--- config.mk ---
export PLATFORM = sky130hd
export DESIGN_NAME = pcicw_config_window
export DESIGN_NICKNAME = d
export VERILOG_FILES = /design/src/pcicw_pkg.sv /design/src/pcicw_latency_timer.sv /design/src/pcicw_config_window.sv
export SDC_FILE = /design/constraint.sdc
export NUM_CORES = 1
export LEC_CHECK = 0
export ABC_AREA = 1
export BUFFER_PORTS_ARGS = -buffer_cell sky130_fd_sc_hd__clkbuf_2
export CAP_MARGIN = 40
export CORE_ASPECT_RATIO = 0.6
export CORE_UTILIZATION = 54
export CTS_BUF_LIST = sky130_fd_sc_hd__clkbuf_16
export CTS_CLUSTER_DIAMETER = 80
export DETAILED_ROUTE_END_ITERATION = 12
export PLACE_DENSITY = 0.82
export SYNTH_ARGS = -nofsm -noshare
export SYNTH_HDL_FRONTEND = slang
export SYNTH_SLANG_ARGS = --single-unit
--- constraint.sdc ---
create_clock -name clock -period 2.2 [get_ports clock]
set_input_delay 0.33 -clock clock [delete_from_list [all_inputs] [get_ports clock]]
set_output_delay 0.33 -clock clock [all_outputs]
set_load 0.03 [all_outputs]
--- src/pcicw_pkg.sv ---
// shared offsets, field layouts and reset values of the configuration window
package pcicw_pkg;
  // register byte offsets
  localparam logic [7:0] off_command_status = 8'h04; // command and status word
  localparam logic [7:0] off_class_revision = 8'h08; // class and revision word
  localparam logic [7:0] off_burst_latency = 8'h0c; // latency timer and cache line size
  localparam logic [7:0] off_io_window_base = 8'h10; // i/o base address word
  // command bit positions
  localparam int bit_io_space_enable = 0; // i/o decode enable
  localparam int bit_memory_space_enable = 1; // memory decode enable
  localparam int bit_bus_master_enable = 2; // master ability enable
  localparam int bit_parity_response_enable = 6; // parity response enable
  localparam int bit_system_error_enable = 8; // address parity serr enable
  localparam int bit_parity_error_status = 31; // sticky parity error seen
  // writable command bits and reset image
  localparam logic [31:0] command_write_mask = 32'h0000_0147; // bits 8,6,2,1,0
  localparam logic [31:0] command_reset = 32'h0000_0004; // master ability on
  localparam logic [31:0] status_fixed_bits = 32'h0290_0000; // medium devsel, fast b2b, capabilities
  // class word field positions
  localparam int base_class_lsb = 24; // base class 31:24
  localparam int subclass_lsb = 16; // subclass 23:16
  localparam int revision_lsb = 4; // revision 7:4
  localparam int step_lsb = 0; // step 3:0
  // latency word field positions
  localparam int latency_timer_lsb = 8; // latency timer 15:8
  localparam int cache_line_size_lsb = 0; // cache line size 7:0
  // supported cache line sizes in double words
  localparam logic [7:0] cls_8_dw = 8'h08; // eight double words
  localparam logic [7:0] cls_16_dw = 8'h10; // sixteen double words
  localparam logic [7:0] cls_32_dw = 8'h20; // thirty-two double words
  // i/o base layout
  localparam int io_window_base_lsb = 8; // base 31:8
  localparam logic [31:0] io_window_base_mask = 32'hffff_ff00; // writable base bits
  localparam logic [31:0] io_window_base_reset = 32'h0000_0001; // reset image
  localparam logic [31:0] io_space_flag = 32'h0000_0001; // bit 0 reads one
  // latency counter states
  typedef enum logic [2:0] {
    pcicw_lat_idle = 3'b001,
    pcicw_lat_count = 3'b010,
    pcicw_lat_expired = 3'b100
  } pcicw_lat_state_t;
endpackage

--- src/pcicw_latency_timer.sv ---
`timescale 1ns/1ps
// master latency counter: loads on frame start, ends burst once expired and grant goes
module pcicw_latency_timer #(
  parameter int width = 8 // counter width
) (
  input wire logic clock, // pci clock
  input wire logic reset, // synchronous reset, active high
  input wire logic [width-1:0] latency_value, // programmed latency in clocks
  input wire logic frame_active, // our master drives frame
  input wire logic grant_present, // synchronised grant still given
  output logic expired, // count has run out in this frame
  output logic master_terminate // end data phase now
);
  pcicw_pkg::pcicw_lat_state_t state; // counter state
  pcicw_pkg::pcicw_lat_state_t next_state; // next counter state
  logic [width-1:0] count; // cycles left
  logic [width-1:0] next_count; // next cycles left
  logic frame_last; // frame seen last cycle
  logic next_frame_last; // next frame history

  // next state of the counter
  always_comb begin
    next_state = state;
    next_count = count;
    next_frame_last = frame_active;
    case (state)
      pcicw_pkg::pcicw_lat_idle: begin
        // count starts when frame is asserted
        if (frame_active && !frame_last) begin // RQ8
          next_count = latency_value;
          next_state = (latency_value == '0) ? pcicw_pkg::pcicw_lat_expired : pcicw_pkg::pcicw_lat_count;
        end
      end
      pcicw_pkg::pcicw_lat_count: begin
        if (!frame_active) begin
          next_state = pcicw_pkg::pcicw_lat_idle;
        end else if (count <= width'(1)) begin // RQ8
          next_count = '0;
          next_state = pcicw_pkg::pcicw_lat_expired;
        end else begin
          next_count = count - width'(1);
        end
      end
      pcicw_pkg::pcicw_lat_expired: begin
        // wait for frame to drop
        if (!frame_active) begin
          next_state = pcicw_pkg::pcicw_lat_idle;
        end
      end
      default: begin
        next_state = pcicw_pkg::pcicw_lat_idle;
        next_count = '0;
      end
    endcase
  end

  // register the counter
  always_ff @(posedge clock) begin
    if (reset) begin
      state <= pcicw_pkg::pcicw_lat_idle;
      count <= '0;
      frame_last <= 1'b0;
    end else begin
      state <= next_state;
      count <= next_count;
      frame_last <= next_frame_last;
    end
  end

  // terminate once expired, frame still held and grant removed
  assign expired = (state == pcicw_pkg::pcicw_lat_expired);
  assign master_terminate = expired && frame_active && !grant_present; // RQ9
endmodule

--- src/pcicw_config_window.sv ---
`timescale 1ns/1ps
// Functional notes
// [RQ1] parity response off: parity errors ignored; the code still sets the sticky parity status bit 31
// [RQ2] parity response on: flag system error bit
// [RQ3] command bit 2 gates bus mastering
// [RQ4] command bit 1 gates memory decode
// [RQ5] command bit 0 gates i/o decode
// [RQ6] class word: network base, ethernet subclass
// [RQ7] read-only revision and step fields
// [RQ8] writable latency timer, counts from frame
// [RQ9] expired timer ends burst when grant leaves
// [RQ10] writable cache line size, 8/16/32 only
// [RQ11] software copies line size into bus mode
// [RQ12] writable i/o base bits, reserved low bits
// [RQ13] i/o flag reads one, resets 00000001
// [RQ14] read-only bits ignore writes, reserved zero
module pcicw_config_window #(
  parameter logic [7:0] base_class_value = 8'h02, // network controller
  parameter logic [7:0] subclass_value = 8'h00, // ethernet controller
  parameter logic [3:0] revision_value = 4'h0, // arbitrary revision
  parameter logic [3:0] step_value = 4'h1, // arbitrary step
  parameter int latency_width = 8 // latency timer width
) (
  input wire logic clock, // pci clock
  input wire logic reset, // synchronous reset, active high
  input wire logic cfg_write, // configuration write strobe
  input wire logic cfg_read, // configuration read strobe
  input wire logic [7:0] cfg_addr, // configuration byte offset
  input wire logic [3:0] cfg_byte_en, // byte enables, active high
  input wire logic [31:0] cfg_wdata, // write data
  output logic [31:0] cfg_rdata, // read data, registered
  output logic cfg_rvalid, // read data valid pulse
  input wire logic parity_error_detected, // parity error pulse from bus logic
  output logic system_error_set, // pulse to set host status bit 13
  output logic system_error_response, // address parity serr enable
  input wire logic master_request, // core wants the bus
  output logic master_request_gated, // request allowed onto the bus
  input wire logic mem_cycle, // memory cycle addressed at us
  output logic mem_claim, // claim the memory cycle
  input wire logic io_cycle, // i/o cycle seen on the bus
  input wire logic [31:0] io_address, // i/o cycle address
  output logic io_claim, // claim the i/o cycle
  input wire logic frame_active, // our master drives frame
  input wire logic gnt_n_pin, // grant pin, active low
  output logic master_terminate, // end master data transfer
  output logic latency_expired, // latency count has run out
  output logic [7:0] cache_line_size, // programmed line size
  output logic [23:0] io_window_base // decoded i/o base 31:8
);
  logic [31:0] command_status_cfg; // command bits and sticky status
  logic [31:0] next_command_status_cfg; // next command word
  logic [31:0] burst_latency_cfg; // latency and line size
  logic [31:0] next_burst_latency_cfg; // next latency word
  logic [31:0] io_window_base_reg; // i/o base word
  logic [31:0] next_io_window_base_reg; // next i/o base word
  logic [31:0] next_cfg_rdata; // next read data
  logic next_cfg_rvalid; // next read valid
  logic next_system_error_set; // next system error pulse
  logic [31:0] class_revision_id; // constant class word
  logic gnt_n_meta; // grant synchroniser first stage
  logic gnt_n_sync; // grant synchroniser second stage
  logic [31:0] byte_mask; // write lanes as bit mask
  // storage overview
  // - command word keeps five enable bits and the sticky parity flag
  // - latency word keeps the timer byte and a checked line size
  // - i/o base word keeps address bits 31:8 and the space flag loaded at reset
  // - class word is wired from parameters and never stored
  // - read-only and reserved bits are masked on the way in
  // - fixed status bits are ored in on the way out

  // expand byte enables into a bit mask
  function automatic logic [31:0] lanes(input logic [3:0] be);
    lanes = {{8{be[3]}}, {8{be[2]}}, {8{be[1]}}, {8{be[0]}}};
  endfunction

  // merge write data into writable bits of selected lanes
  function automatic logic [31:0] merge(input logic [31:0] old, input logic [31:0] data,
                                        input logic [31:0] mask);
    merge = (old & ~mask) | (data & mask);
  endfunction

  // line size accepted only for supported values, else cleared
  function automatic logic [7:0] legal_cls(input logic [7:0] value);
    if (value == pcicw_pkg::cls_8_dw || value == pcicw_pkg::cls_16_dw || value == pcicw_pkg::cls_32_dw) begin
      legal_cls = value; // RQ10
    end else begin
      legal_cls = 8'h00; // RQ10
    end
  endfunction

  // constant class and revision word
  assign class_revision_id = (32'(base_class_value) << pcicw_pkg::base_class_lsb) // RQ6
                           | (32'(subclass_value) << pcicw_pkg::subclass_lsb) // RQ6
                           | (32'(revision_value) << pcicw_pkg::revision_lsb) // RQ7
                           | (32'(step_value) << pcicw_pkg::step_lsb); // RQ7
  assign byte_mask = lanes(cfg_byte_en);

  // write path notes
  // - a write lands at the edge that samples the strobe
  // - a read in the next cycle already sees the new value
  // - lanes without a byte enable keep their old contents
  // - writes to the class word or unmapped offsets are dropped
  // - a parity event in the same cycle as a clear leaves the flag set
  // - the system error pulse is only raised with parity response on

  // next values of the writable registers and status
  always_comb begin
    next_command_status_cfg = command_status_cfg;
    next_burst_latency_cfg = burst_latency_cfg;
    next_io_window_base_reg = io_window_base_reg;
    next_system_error_set = 1'b0;
    if (cfg_write) begin
      case (cfg_addr)
        pcicw_pkg::off_command_status: begin
          // writable command bits only
          next_command_status_cfg = merge(command_status_cfg, cfg_wdata,
                                          byte_mask & pcicw_pkg::command_write_mask); // RQ14
          // writing one clears the sticky parity status
          if (byte_mask[pcicw_pkg::bit_parity_error_status] && cfg_wdata[pcicw_pkg::bit_parity_error_status]) begin
            next_command_status_cfg[pcicw_pkg::bit_parity_error_status] = 1'b0;
          end
        end
        pcicw_pkg::off_burst_latency: begin
          // latency timer byte
          if (cfg_byte_en[1]) begin
            next_burst_latency_cfg[pcicw_pkg::latency_timer_lsb +: 8] =
              cfg_wdata[pcicw_pkg::latency_timer_lsb +: 8]; // RQ8
          end
          // cache line size byte
          if (cfg_byte_en[0]) begin
            next_burst_latency_cfg[pcicw_pkg::cache_line_size_lsb +: 8] =
              legal_cls(cfg_wdata[pcicw_pkg::cache_line_size_lsb +: 8]); // RQ10
          end
        end
        pcicw_pkg::off_io_window_base: begin
          // base bits only, flag and reserved stay
          next_io_window_base_reg = merge(io_window_base_reg, cfg_wdata,
                                          byte_mask & pcicw_pkg::io_window_base_mask); // RQ12
        end
        default: begin
          // class word and unmapped offsets ignore writes
          next_io_window_base_reg = io_window_base_reg; // RQ14
        end
      endcase
    end
    // parity error always noted; set wins over a clear
    if (parity_error_detected) begin
      next_command_status_cfg[pcicw_pkg::bit_parity_error_status] = 1'b1;
      // system error only with parity response on
      next_system_error_set = command_status_cfg[pcicw_pkg::bit_parity_response_enable]; // RQ1 RQ2
    end
  end

  // read path notes
  // - the answer is registered and stands for one cycle only
  // - valid follows every read strobe, mapped or not
  // - unmapped offsets and idle cycles return zero data
  // - the i/o space flag is forced to one here, on top of the stored reset image
  // - the line size field never holds an unsupported value
  // - a read and a write in one cycle are served independently
  // next read data, reserved bits zero
  always_comb begin
    next_cfg_rvalid = cfg_read;
    next_cfg_rdata = 32'h0000_0000;
    if (cfg_read) begin
      case (cfg_addr)
        pcicw_pkg::off_command_status: begin
          next_cfg_rdata = command_status_cfg | pcicw_pkg::status_fixed_bits;
        end
        pcicw_pkg::off_class_revision: begin
          next_cfg_rdata = class_revision_id; // RQ6 RQ7
        end
        pcicw_pkg::off_burst_latency: begin
          next_cfg_rdata = burst_latency_cfg; // RQ14
        end
        pcicw_pkg::off_io_window_base: begin
          next_cfg_rdata = io_window_base_reg | pcicw_pkg::io_space_flag; // RQ13
        end
        default: begin
          next_cfg_rdata = 32'h0000_0000; // unmapped reads zero
        end
      endcase
    end
  end

  // reset notes
  // - reset is synchronous and needs one clock edge
  // - bus mastering comes up enabled, all other enables off
  // - parity response starts off, so parity events are only noted
  // - latency timer and line size start at zero
  // - the i/o base word starts with only the space flag set
  // - the read port and the error pulse start quiet
  // register bank and read port
  always_ff @(posedge clock) begin
    if (reset) begin
      command_status_cfg <= pcicw_pkg::command_reset; // RQ1 RQ3
      burst_latency_cfg <= 32'h0000_0000;
      io_window_base_reg <= pcicw_pkg::io_window_base_reset; // RQ13
      cfg_rdata <= 32'h0000_0000;
      cfg_rvalid <= 1'b0;
      system_error_set <= 1'b0;
    end else begin
      command_status_cfg <= next_command_status_cfg;
      burst_latency_cfg <= next_burst_latency_cfg;
      io_window_base_reg <= next_io_window_base_reg;
      cfg_rdata <= next_cfg_rdata;
      cfg_rvalid <= next_cfg_rvalid;
      system_error_set <= next_system_error_set;
    end
  end

  // the grant pin comes from the arbiter and is not related to our
  // clock edge, so it passes two flops before anything reads it
  // - both stages reset to the not-granted level
  // - only the second stage feeds the latency timer
  // - grant loss is therefore seen two clocks late
  // grant pin synchroniser
  always_ff @(posedge clock) begin
    if (reset) begin
      gnt_n_meta <= 1'b1;
      gnt_n_sync <= 1'b1;
    end else begin
      gnt_n_meta <= gnt_n_pin;
      gnt_n_sync <= gnt_n_meta;
    end
  end

  // decode gating
  // - claims and the gated request are combinational so that they
  //   follow the bus cycle without a wait state
  // - clearing an enable takes effect on the next cycle
  // - an i/o claim also needs the upper address bits to match
  // - the low eight address bits select a register inside the window
  // - the memory claim relies on the bus logic for address match
  // enables steer master request and target decode
  assign master_request_gated = master_request && command_status_cfg[pcicw_pkg::bit_bus_master_enable]; // RQ3
  assign mem_claim = mem_cycle && command_status_cfg[pcicw_pkg::bit_memory_space_enable]; // RQ4
  assign io_claim = io_cycle && command_status_cfg[pcicw_pkg::bit_io_space_enable] // RQ5
                 && (io_address[31:pcicw_pkg::io_window_base_lsb] ==
                     io_window_base_reg[31:pcicw_pkg::io_window_base_lsb]); // RQ12
  assign system_error_response = command_status_cfg[pcicw_pkg::bit_system_error_enable];
  assign cache_line_size = burst_latency_cfg[pcicw_pkg::cache_line_size_lsb +: 8];
  assign io_window_base = io_window_base_reg[31:pcicw_pkg::io_window_base_lsb];

  // latency notes
  // - the timer reloads on each rising edge of our frame
  // - a zero timer value expires at once
  // - expiry alone never ends a burst; grant must be gone too
  // - expiry clears when our frame drops
  // - a latency_width above eight would reach into reserved bits
  // latency counter for our own bursts
  pcicw_latency_timer #(
    .width(latency_width)
  ) u_latency (
    .clock(clock),
    .reset(reset),
    .latency_value(burst_latency_cfg[pcicw_pkg::latency_timer_lsb +: latency_width]),
    .frame_active(frame_active),
    .grant_present(!gnt_n_sync),
    .expired(latency_expired),
    .master_terminate(master_terminate)
  );
endmodule

==> results.py, run 1 <==
metrics = {
    "detailed_routing": {
        "drtIter0Drc": 391,
        "avgViaCountPerCell": 5.03,
        "wire_per_inst_um": 13.8,
        "wl_um": 13200,
        "firstDrtPassIters": 6,
        "remaining_drc_errors": 0,
        "ant_nets": 0,
        "vias": 4802,
        "m1WireLength_um": 6170,
        "met3_length_um": 1380,
        "dr_wl_met2_um": 5470,
        "top_layer_used": "met4",
    },
    "sta": {
        "drv_slew": 0,
        "setup_viol": 0,
        "max_freq_mhz": 507,
        "hold_slack_ns": 0.163,
        "slew_headroom": 0.638,
        "hold_violations": 0,
        "tightestPinTransition_ns": 0.539,
        "tns_ns": 0,
        "rsz0062_at_grt": "no",
        "fin_skew_ns": 0.00662,
        "min_period_over_period": 0.897,
        "period_needed_ns": 1.97,
    },
    "critical_path": {
        "cp.arrival_ns": 1.64,
        "regToRegSetupSlack_ns": 0.50,
        "r2r_end": "u_latency.count[7]",
        "path_max_fanout": 5,
        "r2r_cells": 9,
        "r2r-start": "u_latency.count[0]",
        "worstSetupEndpoint": "io_claim",
        "cp-start-kind": "register",
        "worstSetupEndpointType": "primary output",
        "path_class": "reg2out",
        "cp.required_ns": 1.87,
    },
    "power_and_ir_drop": {
        "max-vdd-ir-drop_mv": 0.526,
        "powerDensity_nw_per_um2": 763,
        "power.leakage_nw": 3.08,
    },
    "layout": {
        "diodes": 0,
        "fill_cells": 681,
        "syn_to_final_growth_pct": 24.5,
        "nets": 930,
        "seqCellArea_um2": 1880,
        "multi_input_area_um2": 2170,
        "final_layout_size_suffix_gt1_frac": 0.236,
    },
    "logic_synthesis": {
        "yosysMostFrequentCell": "nand2_1",
        "synth_area_leaders": "dfxtp_1 41%, nand2_1 15%, nor2_1 12%, inv_1 7.9%, nand3_1 4.4%",
        "yosysTopAreaCell": "dfxtp_1",
        "synthArstFlopShare": 0,
        "synth_seq_area_share": 0.410,
        "syn-cell-area_um2": 4590,
        "synth_fp_nets": 788,
        "yosysUniqueCellTypes": 33,
        "ys_ff_latch": 94,
        "synth_top_area_frac": 0.410,
        "syn-mean-instance-area_um2": 6.56,
        "synth_top_cells_by_count": "188 x nand2_1, 146 x nor2_1, 97 x inv_1, 94 x dfxtp_1, 40 x nand3_1",
        "netlist_instances": 700,
        "yosysWarnings": 0,
        "synth_edf_count": 0,
        "ys.flop_type": "dfxtp_1",
    },
    "floorplanning": {
        "start_util": 0.571,
        "pin_count": 158,
        "dieArea_um2": 8890,
        "die-height_um": 73.4,
        "coreArea_um2": 8040,
        "std_cell_rows": 25,
        "die_w_um": 121,
    },
    "global_routing": {
        "grt_max_degree": 50,
        "grt_pass1_wl_um": 20600,
        "grtUsageTotal": 0.306,
        "antenna_found_initial": 0,
        "grt_pass1_vias": 4254,
        "overflow": 0,
    },
    "clock_network": {
        "cts_made_buffers": 9,
        "cts_setup_buffers": 0,
        "cts_tree": "yes",
        "path_clk_slew_ns": 0.07,
        "cts-root-buf": "clkbuf_16",
        "cts_hold_buf": 0,
        "cts_buffer_depth": 2,
        "h-tree-depth": 3,
        "ctsResizeCount": 0,
        "cts_sinks": 94,
        "worst_skew_pair.late_latency_ns": 0.34,
    },
    "run": {
        "drv_cap": 0,
    },
    "placement": {
        "gp_congestion": 0.938,
        "io_buffers": 149,
        "hpwl_um": 10100,
    },
    "hold_path": {
        "hold_class": "in2reg",
    },
    "status": {
        "outcome": "finished clean",
    },
}
==> worst max-delay path, stage by stage (launching register included) <==
cell	delay (ns)
dfxtp_1	0.44
inv_1	0.06
nand2_1	0.06
o21ai_0	0.07
nor2_1	0.09
nand2_1	0.06
nor2_1	0.14
nand2_1	0.06
nor2_1	0.10
clkbuf_2	0.22
==> metrics by stage <==
stage / worst slack (ns) / total power [W] / instance area, um2 / utilization / std cells
6_report: 0.227 / 0.00436 / 5720 / 0.711 / 955
5_1_grt: 0.119 / 0.00458 / 5720 / 0.711 / 955
4_1_cts: 0.249 / 0.00436 / 5720 / 0.711 / 955
3_5_place_dp: 0.546 / 0.00259 / 5370 / 0.668 / 939
3_3_place_gp: 0.568 / 0.00257 / 5370 / 0.668 / 939
2_1_floorplan: 0.455 / 0.00236 / 4590 / - / 700
==> cells in the final DEF (no fill, tap or decap), drive strengths merged, types with 2 or more instances in the layout <==
cell type	instances
a21oi	15
buf	3
bufinv	3
clkbuf	158
clkinv	5
dfxtp	94
ha	2
inv	108
nand2	193
nand3	47
nand4	5
nor2	152
nor3	19
o21ai	30
or2	2
xnor2	4
xor2	2
==> metal layers <==
| layer | GRT usage | vias to the layer above |
|---|---|---|
| met5 | 0 | - |
| met1 | 0.428 | 2138 |
| met3 | 0.0846 | 19 |
| li1 | - | 2403 |
| met2 | 0.468 | 242 |
| met4 | 0.0741 | 0 |
==> worst min path at each step <==
stage	startpoint	end	depth (start not counted)
3_3_place_gp	gnt_n_meta	gnt_n_sync	1
5_1_grt	gnt_n_pin	gnt_n_meta	2
4_1_cts	gnt_n_pin	gnt_n_meta	2
2_1_floorplan	gnt_n_meta	gnt_n_sync	1
3_5_place_dp	gnt_n_meta	gnt_n_sync	1
6_report	gnt_n_pin	gnt_n_meta	2
==> kinds of logic (layout without fill, tap and decap cells) <==
kind of cell | count (synthesis) | in the layout | share of synthesized area
XOR/XNOR | 6 | 6 | 0.0114
AO/OA/AOI/OAI | 47 | 47 | 0.0520
AND/OR/NAND/NOR | 420 | 420 | 0.404
flip-flops | 94 | 94 | 0.410
buffers and inverters | 131 | 278 | 0.117
adder cells (fa/ha/maj) | 2 | 2 | 0.00545
==> report_power, final <==
part	total, W	internal (W)	leakage [nW]	switching, W
combinational	0.000763	0.000254	2.15	0.000509
sequential	0.00181	0.00176	0.760	0.0000545
clock	0.00179	0.00111	0.166	0.000671
==> area by class of cell <==
class                           count  area share
Clock inverter                      7      0.0210
Timing Repair Buffer              152       0.134
Tap cell                          108      0.0236
Clock buffer                        9      0.0394
Sequential cell                    94       0.329
Multi-Input combinational cell    475       0.380
Inverter                          110      0.0725
(Power assumes the default switching activity.)
==> run 2: changes to the inputs <==
--- a/config.mk
+++ b/config.mk
@@ -8,12 +8,14 @@
 export ABC_AREA = 1
 export BUFFER_PORTS_ARGS = -buffer_cell sky130_fd_sc_hd__clkbuf_2
 export CAP_MARGIN = 40
+export CELL_PAD_IN_SITES_DETAIL_PLACEMENT = 1
+export CELL_PAD_IN_SITES_GLOBAL_PLACEMENT = 1
 export CORE_ASPECT_RATIO = 0.6
-export CORE_UTILIZATION = 54
+export CORE_UTILIZATION = 37
 export CTS_BUF_LIST = sky130_fd_sc_hd__clkbuf_16
 export CTS_CLUSTER_DIAMETER = 80
 export DETAILED_ROUTE_END_ITERATION = 12
-export PLACE_DENSITY = 0.82
+export PLACE_DENSITY = 0.83
 export SYNTH_ARGS = -nofsm -noshare
 export SYNTH_HDL_FRONTEND = slang
 export SYNTH_SLANG_ARGS = --single-unit
==> results.py, run 2 (same netlist as run 1, synthesis figures left out) <==
metrics = {
    "clock_network": {
        "cts_made_buffers": 9,
        "cts_sinks": 94,
        "worst_skew_pair.late_latency_ns": 0.34,
        "path_clk_slew_ns": 0.07,
        "cts_setup_buffers": 0,
        "cts_buffer_depth": 2,
        "cts_tree": "yes",
        "h-tree-depth": 3,
        "cts-root-buf": "clkbuf_16",
    },
    "layout": {
        "final_layout_size_suffix_gt1_frac": 0.236,
        "layout_commonest_cell": "nand2_1",
        "finish.utilization": 0.476,
        "fill_cells": 1660,
        "diodes": 0,
        "final_cell_mix": "188 x nand2_1, 148 x clkbuf_2, 146 x nor2_1",
        "nets": 933,
        "syn_to_final_growth_pct": 24.9,
    },
    "sta": {
        "tightestPinTransition_ns": 0.545,
        "drv_slew": 0,
        "hold_violations": 0,
        "period_needed_ns": 2.06,
        "slew_headroom": 0.634,
        "tns_ns": 0,
        "rsz0062_at_grt": "no",
        "fin_skew_ns": 0.00608,
        "setup_viol": 0,
        "max_freq_mhz": 486,
        "min_period_over_period": 0.935,
    },
    "detailed_routing": {
        "wire_per_inst_um": 15.4,
        "dr_wl_met2_um": 6700,
        "wl_um": 15600,
        "firstDrtPassIters": 4,
        "drtIter0Drc": 206,
        "top_layer_used": "met4",
        "m1WireLength_um": 7870,
        "remaining_drc_errors": 0,
        "avgViaCountPerCell": 4.75,
        "met3_length_um": 879,
        "vias": 4817,
        "ant_nets": 0,
    },
    "global_routing": {
        "grt_pass1_vias": 4904,
        "grtUsageTotal": 0.247,
        "antenna_found_initial": 0,
        "overflow": 0,
        "grt_max_degree": 36,
        "grt_pass1_wl_um": 24700,
    },
    "critical_path": {
        "worstSetupEndpointType": "primary output",
        "slowest_delay_ns": 0.46,
        "cp_slowest_cell": "dfxtp_1",
        "cp.required_ns": 1.87,
        "crit_chain": "nand2_1 -> a21oi_1 -> nand2_1 -> nor2_1 -> nand3_1 -> nor2_1 -> buf_2",
        "path_max_fanout": 3,
        "path_class": "reg2out",
        "cp-start-kind": "register",
        "cp.arrival_ns": 1.73,
    },
    "floorplanning": {
        "pin_count": 158,
        "start_util": 0.381,
        "coreArea_um2": 12100,
        "dieArea_um2": 12900,
        "die_w_um": 146,
        "die-height_um": 88.3,
        "std_cell_rows": 31,
    },
    "status": {
        "outcome": "finished clean",
    },
    "power_and_ir_drop": {
        "max-vdd-ir-drop_mv": 0.375,
        "power.leakage_nw": 3.06,
        "finalPower_w": 0.00409,
        "powerDensity_nw_per_um2": 712,
    },
    "hold_path": {
        "hold_class": "in2reg",
    },
    "run": {
        "drv_cap": 0,
    },
    "placement": {
        "io_buffers": 149,
        "gp_congestion": 0.839,
        "hpwl_um": 12500,
    },
}
==> run 2: changes by cell type in the layout (fill, tap and decap cells not counted), sizes merged <==
| cell | delta |
|---|---|
| inv | +1 |
| bufinv | -3 |
| clkinv | +3 |
| buf | +4 |
| clkinvlp | -1 |
| clkbuf | -1 |
==> run 2: final timing paths <==
path / startpoint / endpoint / slack [ns] / depth (start not counted)
setup / recovery: register / io_claim / 0.14 / 7
hold / removal: gnt_n_pin / gnt_n_meta / 0.17 / 2
setup reg to reg: u_latency.count[0] / u_latency.count[3] / 0.39 / 11
hold reg to reg: gnt_n_meta / gnt_n_sync / 0.41 / 1
==> run 2: power breakdown <==
part | internal [W] | total, W | switching, W
combinational | 0.000256 | 0.000809 | 0.000553
sequential | 0.00176 | 0.00181 | 0.0000504
clock | 0.000770 | 0.00147 | 0.000701
==> run 2: per-stage QoR <==
step           area (um2)  hold WS, ns  instances  setup slack (ns)
3_5_place_dp         5460        0.400        999             0.416
6_report             5740        0.168       1015             0.144
3_3_place_gp         5460        0.392        999             0.532
4_1_cts              5740        0.158       1015             0.185
5_1_grt              5740        0.171       1015            0.0119
2_1_floorplan        4590        0.389        700             0.455
==> run 2: what timing repair did <==
item	4_1_cts	5_1_grt
hold buffers	0	0
endpoints found under the setup margin	0	1
resized for setup	0	1
==> run 2: layer usage <==
metal,track usage,vias to the layer above
met5,0,-
met4,0.0565,0
met3,0.0665,11
met2,0.392,116
met1,0.337,2278
li1,-,2412
==> run 2: area by class of cell <==
type                            count  area [um2]  area share
Multi-Input combinational cell    475        2170       0.378
Sequential cell                    94        1880       0.328
Timing Repair Buffer              155         791       0.138
Inverter                          110         414      0.0722
Clock buffer                        9         225      0.0393
Tap cell                          165         206      0.0360
Clock inverter                      7        47.5     0.00829
==> run 2: critical path, delay by kind of cell, from the launching register on <==
family	cells	cell delay, ns
simple gates	5	0.59
buf+inv	1	0.21
compound gates	1	0.13
flops	1	0.46
==> run 3: changes to the inputs <==
--- a/config.mk
+++ b/config.mk
@@ -15,7 +15,7 @@
 export CTS_BUF_LIST = sky130_fd_sc_hd__clkbuf_16
 export CTS_CLUSTER_DIAMETER = 80
 export DETAILED_ROUTE_END_ITERATION = 12
-export PLACE_DENSITY = 0.83
+export PLACE_DENSITY_LB_ADDON = 0.1
 export SYNTH_ARGS = -nofsm -noshare
 export SYNTH_HDL_FRONTEND = slang
 export SYNTH_SLANG_ARGS = --single-unit
==> results.py, run 3 (same netlist as run 1, synthesis figures left out) <==
metrics = {
    "clock_network": {
        "cts_buffer_depth": 2,
        "cts_tree": "yes",
        "worst_skew_pair.late_latency_ns": 0.33,
        "cts_setup_buffers": 0,
        "cts-root-buf": "clkbuf_16",
        "h-tree-depth": 3,
        "path_clk_slew_ns": 0.07,
        "ctsResizeCount": 0,
        "cts_made_buffers": 9,
        "cts_hold_buf": 0,
        "cts_sinks": 94,
    },
    "placement": {
        "io_buffers": 149,
        "pre_cts_ws_ns": 0.463,
        "gp_congestion": 0.907,
        "hpwl_um": 12100,
    },
    "detailed_routing": {
        "wire_per_inst_um": 14.9,
        "vias": 4719,
        "ant_nets": 0,
        "wl_um": 15100,
        "avgViaCountPerCell": 4.66,
        "drtIter0Drc": 200,
        "remaining_drc_errors": 0,
        "firstDrtPassIters": 4,
    },
    "global_routing": {
        "antenna_found_initial": 0,
        "use_met3": 0.0562,
        "grt_use_met2": 0.380,
        "gr-max-usage-layer": "met2",
        "overflow": 0,
        "grtUsageTotal": 0.240,
        "grt_max_degree": 50,
        "grt_pass1_wl_um": 24100,
        "gr-usage-met1": 0.339,
        "grt_pass1_vias": 4710,
    },
    "hold_path": {
        "hold_start": "gnt_n_pin",
        "hold_class": "in2reg",
        "holdPathStages": 2,
        "min_to": "gnt_n_meta",
    },
    "layout": {
        "final_cell_mix": "188 x nand2_1, 149 x clkbuf_2, 146 x nor2_1",
        "fill_cells": 1664,
        "diodes": 0,
        "syn_to_final_growth_pct": 24.9,
        "layout_commonest_cell": "nand2_1",
        "final_layout_size_suffix_gt1_frac": 0.235,
        "nets": 932,
    },
    "status": {
        "outcome": "finished clean",
    },
    "critical_path": {
        "r2r-start": "u_latency.count[0]",
        "slowest_delay_ns": 0.46,
        "regToRegSetupSlack_ns": 0.43,
        "path_max_fanout": 3,
        "cp.arrival_ns": 1.75,
        "cp_slowest_cell": "dfxtp_1",
        "crit_chain": "nand2_1 -> a21oi_1 -> nand2_1 -> nor2_1 -> nand3_1 -> nor2_1 -> clkbuf_2",
        "path_class": "reg2out",
        "cp-start-kind": "register",
        "r2r_cells": 9,
        "worstSetupEndpointType": "primary output",
        "worstPathBufferInverterCount": 1,
        "cp.required_ns": 1.87,
        "r2r_end": "u_latency.count[7]",
        "crit_family": "simple AND/OR/NAND/NOR gates",
    },
    "power_and_ir_drop": {
        "power.leakage_nw": 3.06,
        "powerDensity_nw_per_um2": 718,
        "max-vdd-ir-drop_mv": 0.337,
    },
    "sta": {
        "tns_ns": 0,
        "drv_slew": 0,
        "fin_skew_ns": 0.00464,
        "period_needed_ns": 2.08,
        "setup_viol": 0,
        "hold_violations": 0,
        "min_period_over_period": 0.943,
        "max_freq_mhz": 482,
        "fin_ws_ns": 0.125,
        "rsz0062_at_grt": "no",
        "tightestPinTransition_ns": 0.590,
        "slew_headroom": 0.603,
    },
    "floorplanning": {
        "std_cell_rows": 31,
        "coreArea_um2": 12100,
        "die-height_um": 88.3,
        "start_util": 0.381,
        "dieArea_um2": 12900,
        "die_w_um": 146,
        "pin_count": 158,
    },
    "run": {
        "drv_cap": 0,
    },
}
## run 3: cell count changes in the layout (fill, tap and decap cells not counted)
cell	change
inv_6	-2
buf_2	-1
buf_4	-1
bufinv_16	+1
clkbuf_2	+1
clkinv_1	-1
clkinv_2	+1
clkinv_4	-1
## run 3: power by group
group          internal (W)  switching (W)
combinational      0.000256       0.000540
sequential          0.00176      0.0000516
clock              0.000863       0.000652
## run 3: final cells by class
class / instances / area [um2] / area share
clock buffer: 9 / 225 / 0.0393
clock inverter: 5 / 52.6 / 0.00916
inverter: 110 / 414 / 0.0722
multi-input combinational: 475 / 2170 / 0.379
sequential: 94 / 1880 / 0.328
tap: 165 / 206 / 0.0360
timing repair buffer: 154 / 783 / 0.137
## run 3: layer usage
layer  vias up  wire, um  share of wire
met3         9       906          0.060
met1      2196      7670           0.51
met4         0        85         0.0056
met2       112      6450           0.43
li1       2402         -              -
met5         -         0              0
## run 3: worst max path at each step
stage | cells after the start | from | endpoint
final | 7 | register | io_claim
after global routing | 9 | register | io_claim
after CTS | 7 | register | io_claim
after detailed placement | 9 | u_latency.count[0] | u_latency.count[7]
after global placement | 7 | register | io_claim
after floorplan | 8 | register | io_claim
## run 3: per-stage QoR
stage	area, um2	total power, W	util	hold slack (ns)	std cells
2_1_floorplan	4590	0.00236	-	0.389	700
3_3_place_gp	5460	0.00259	0.452	0.392	998
3_5_place_dp	5460	0.00264	0.452	0.396	998
4_1_cts	5730	0.00415	0.475	0.192	1012
5_1_grt	5730	0.00435	0.475	0.176	1012
6_report	5730	0.00412	0.475	0.190	1012
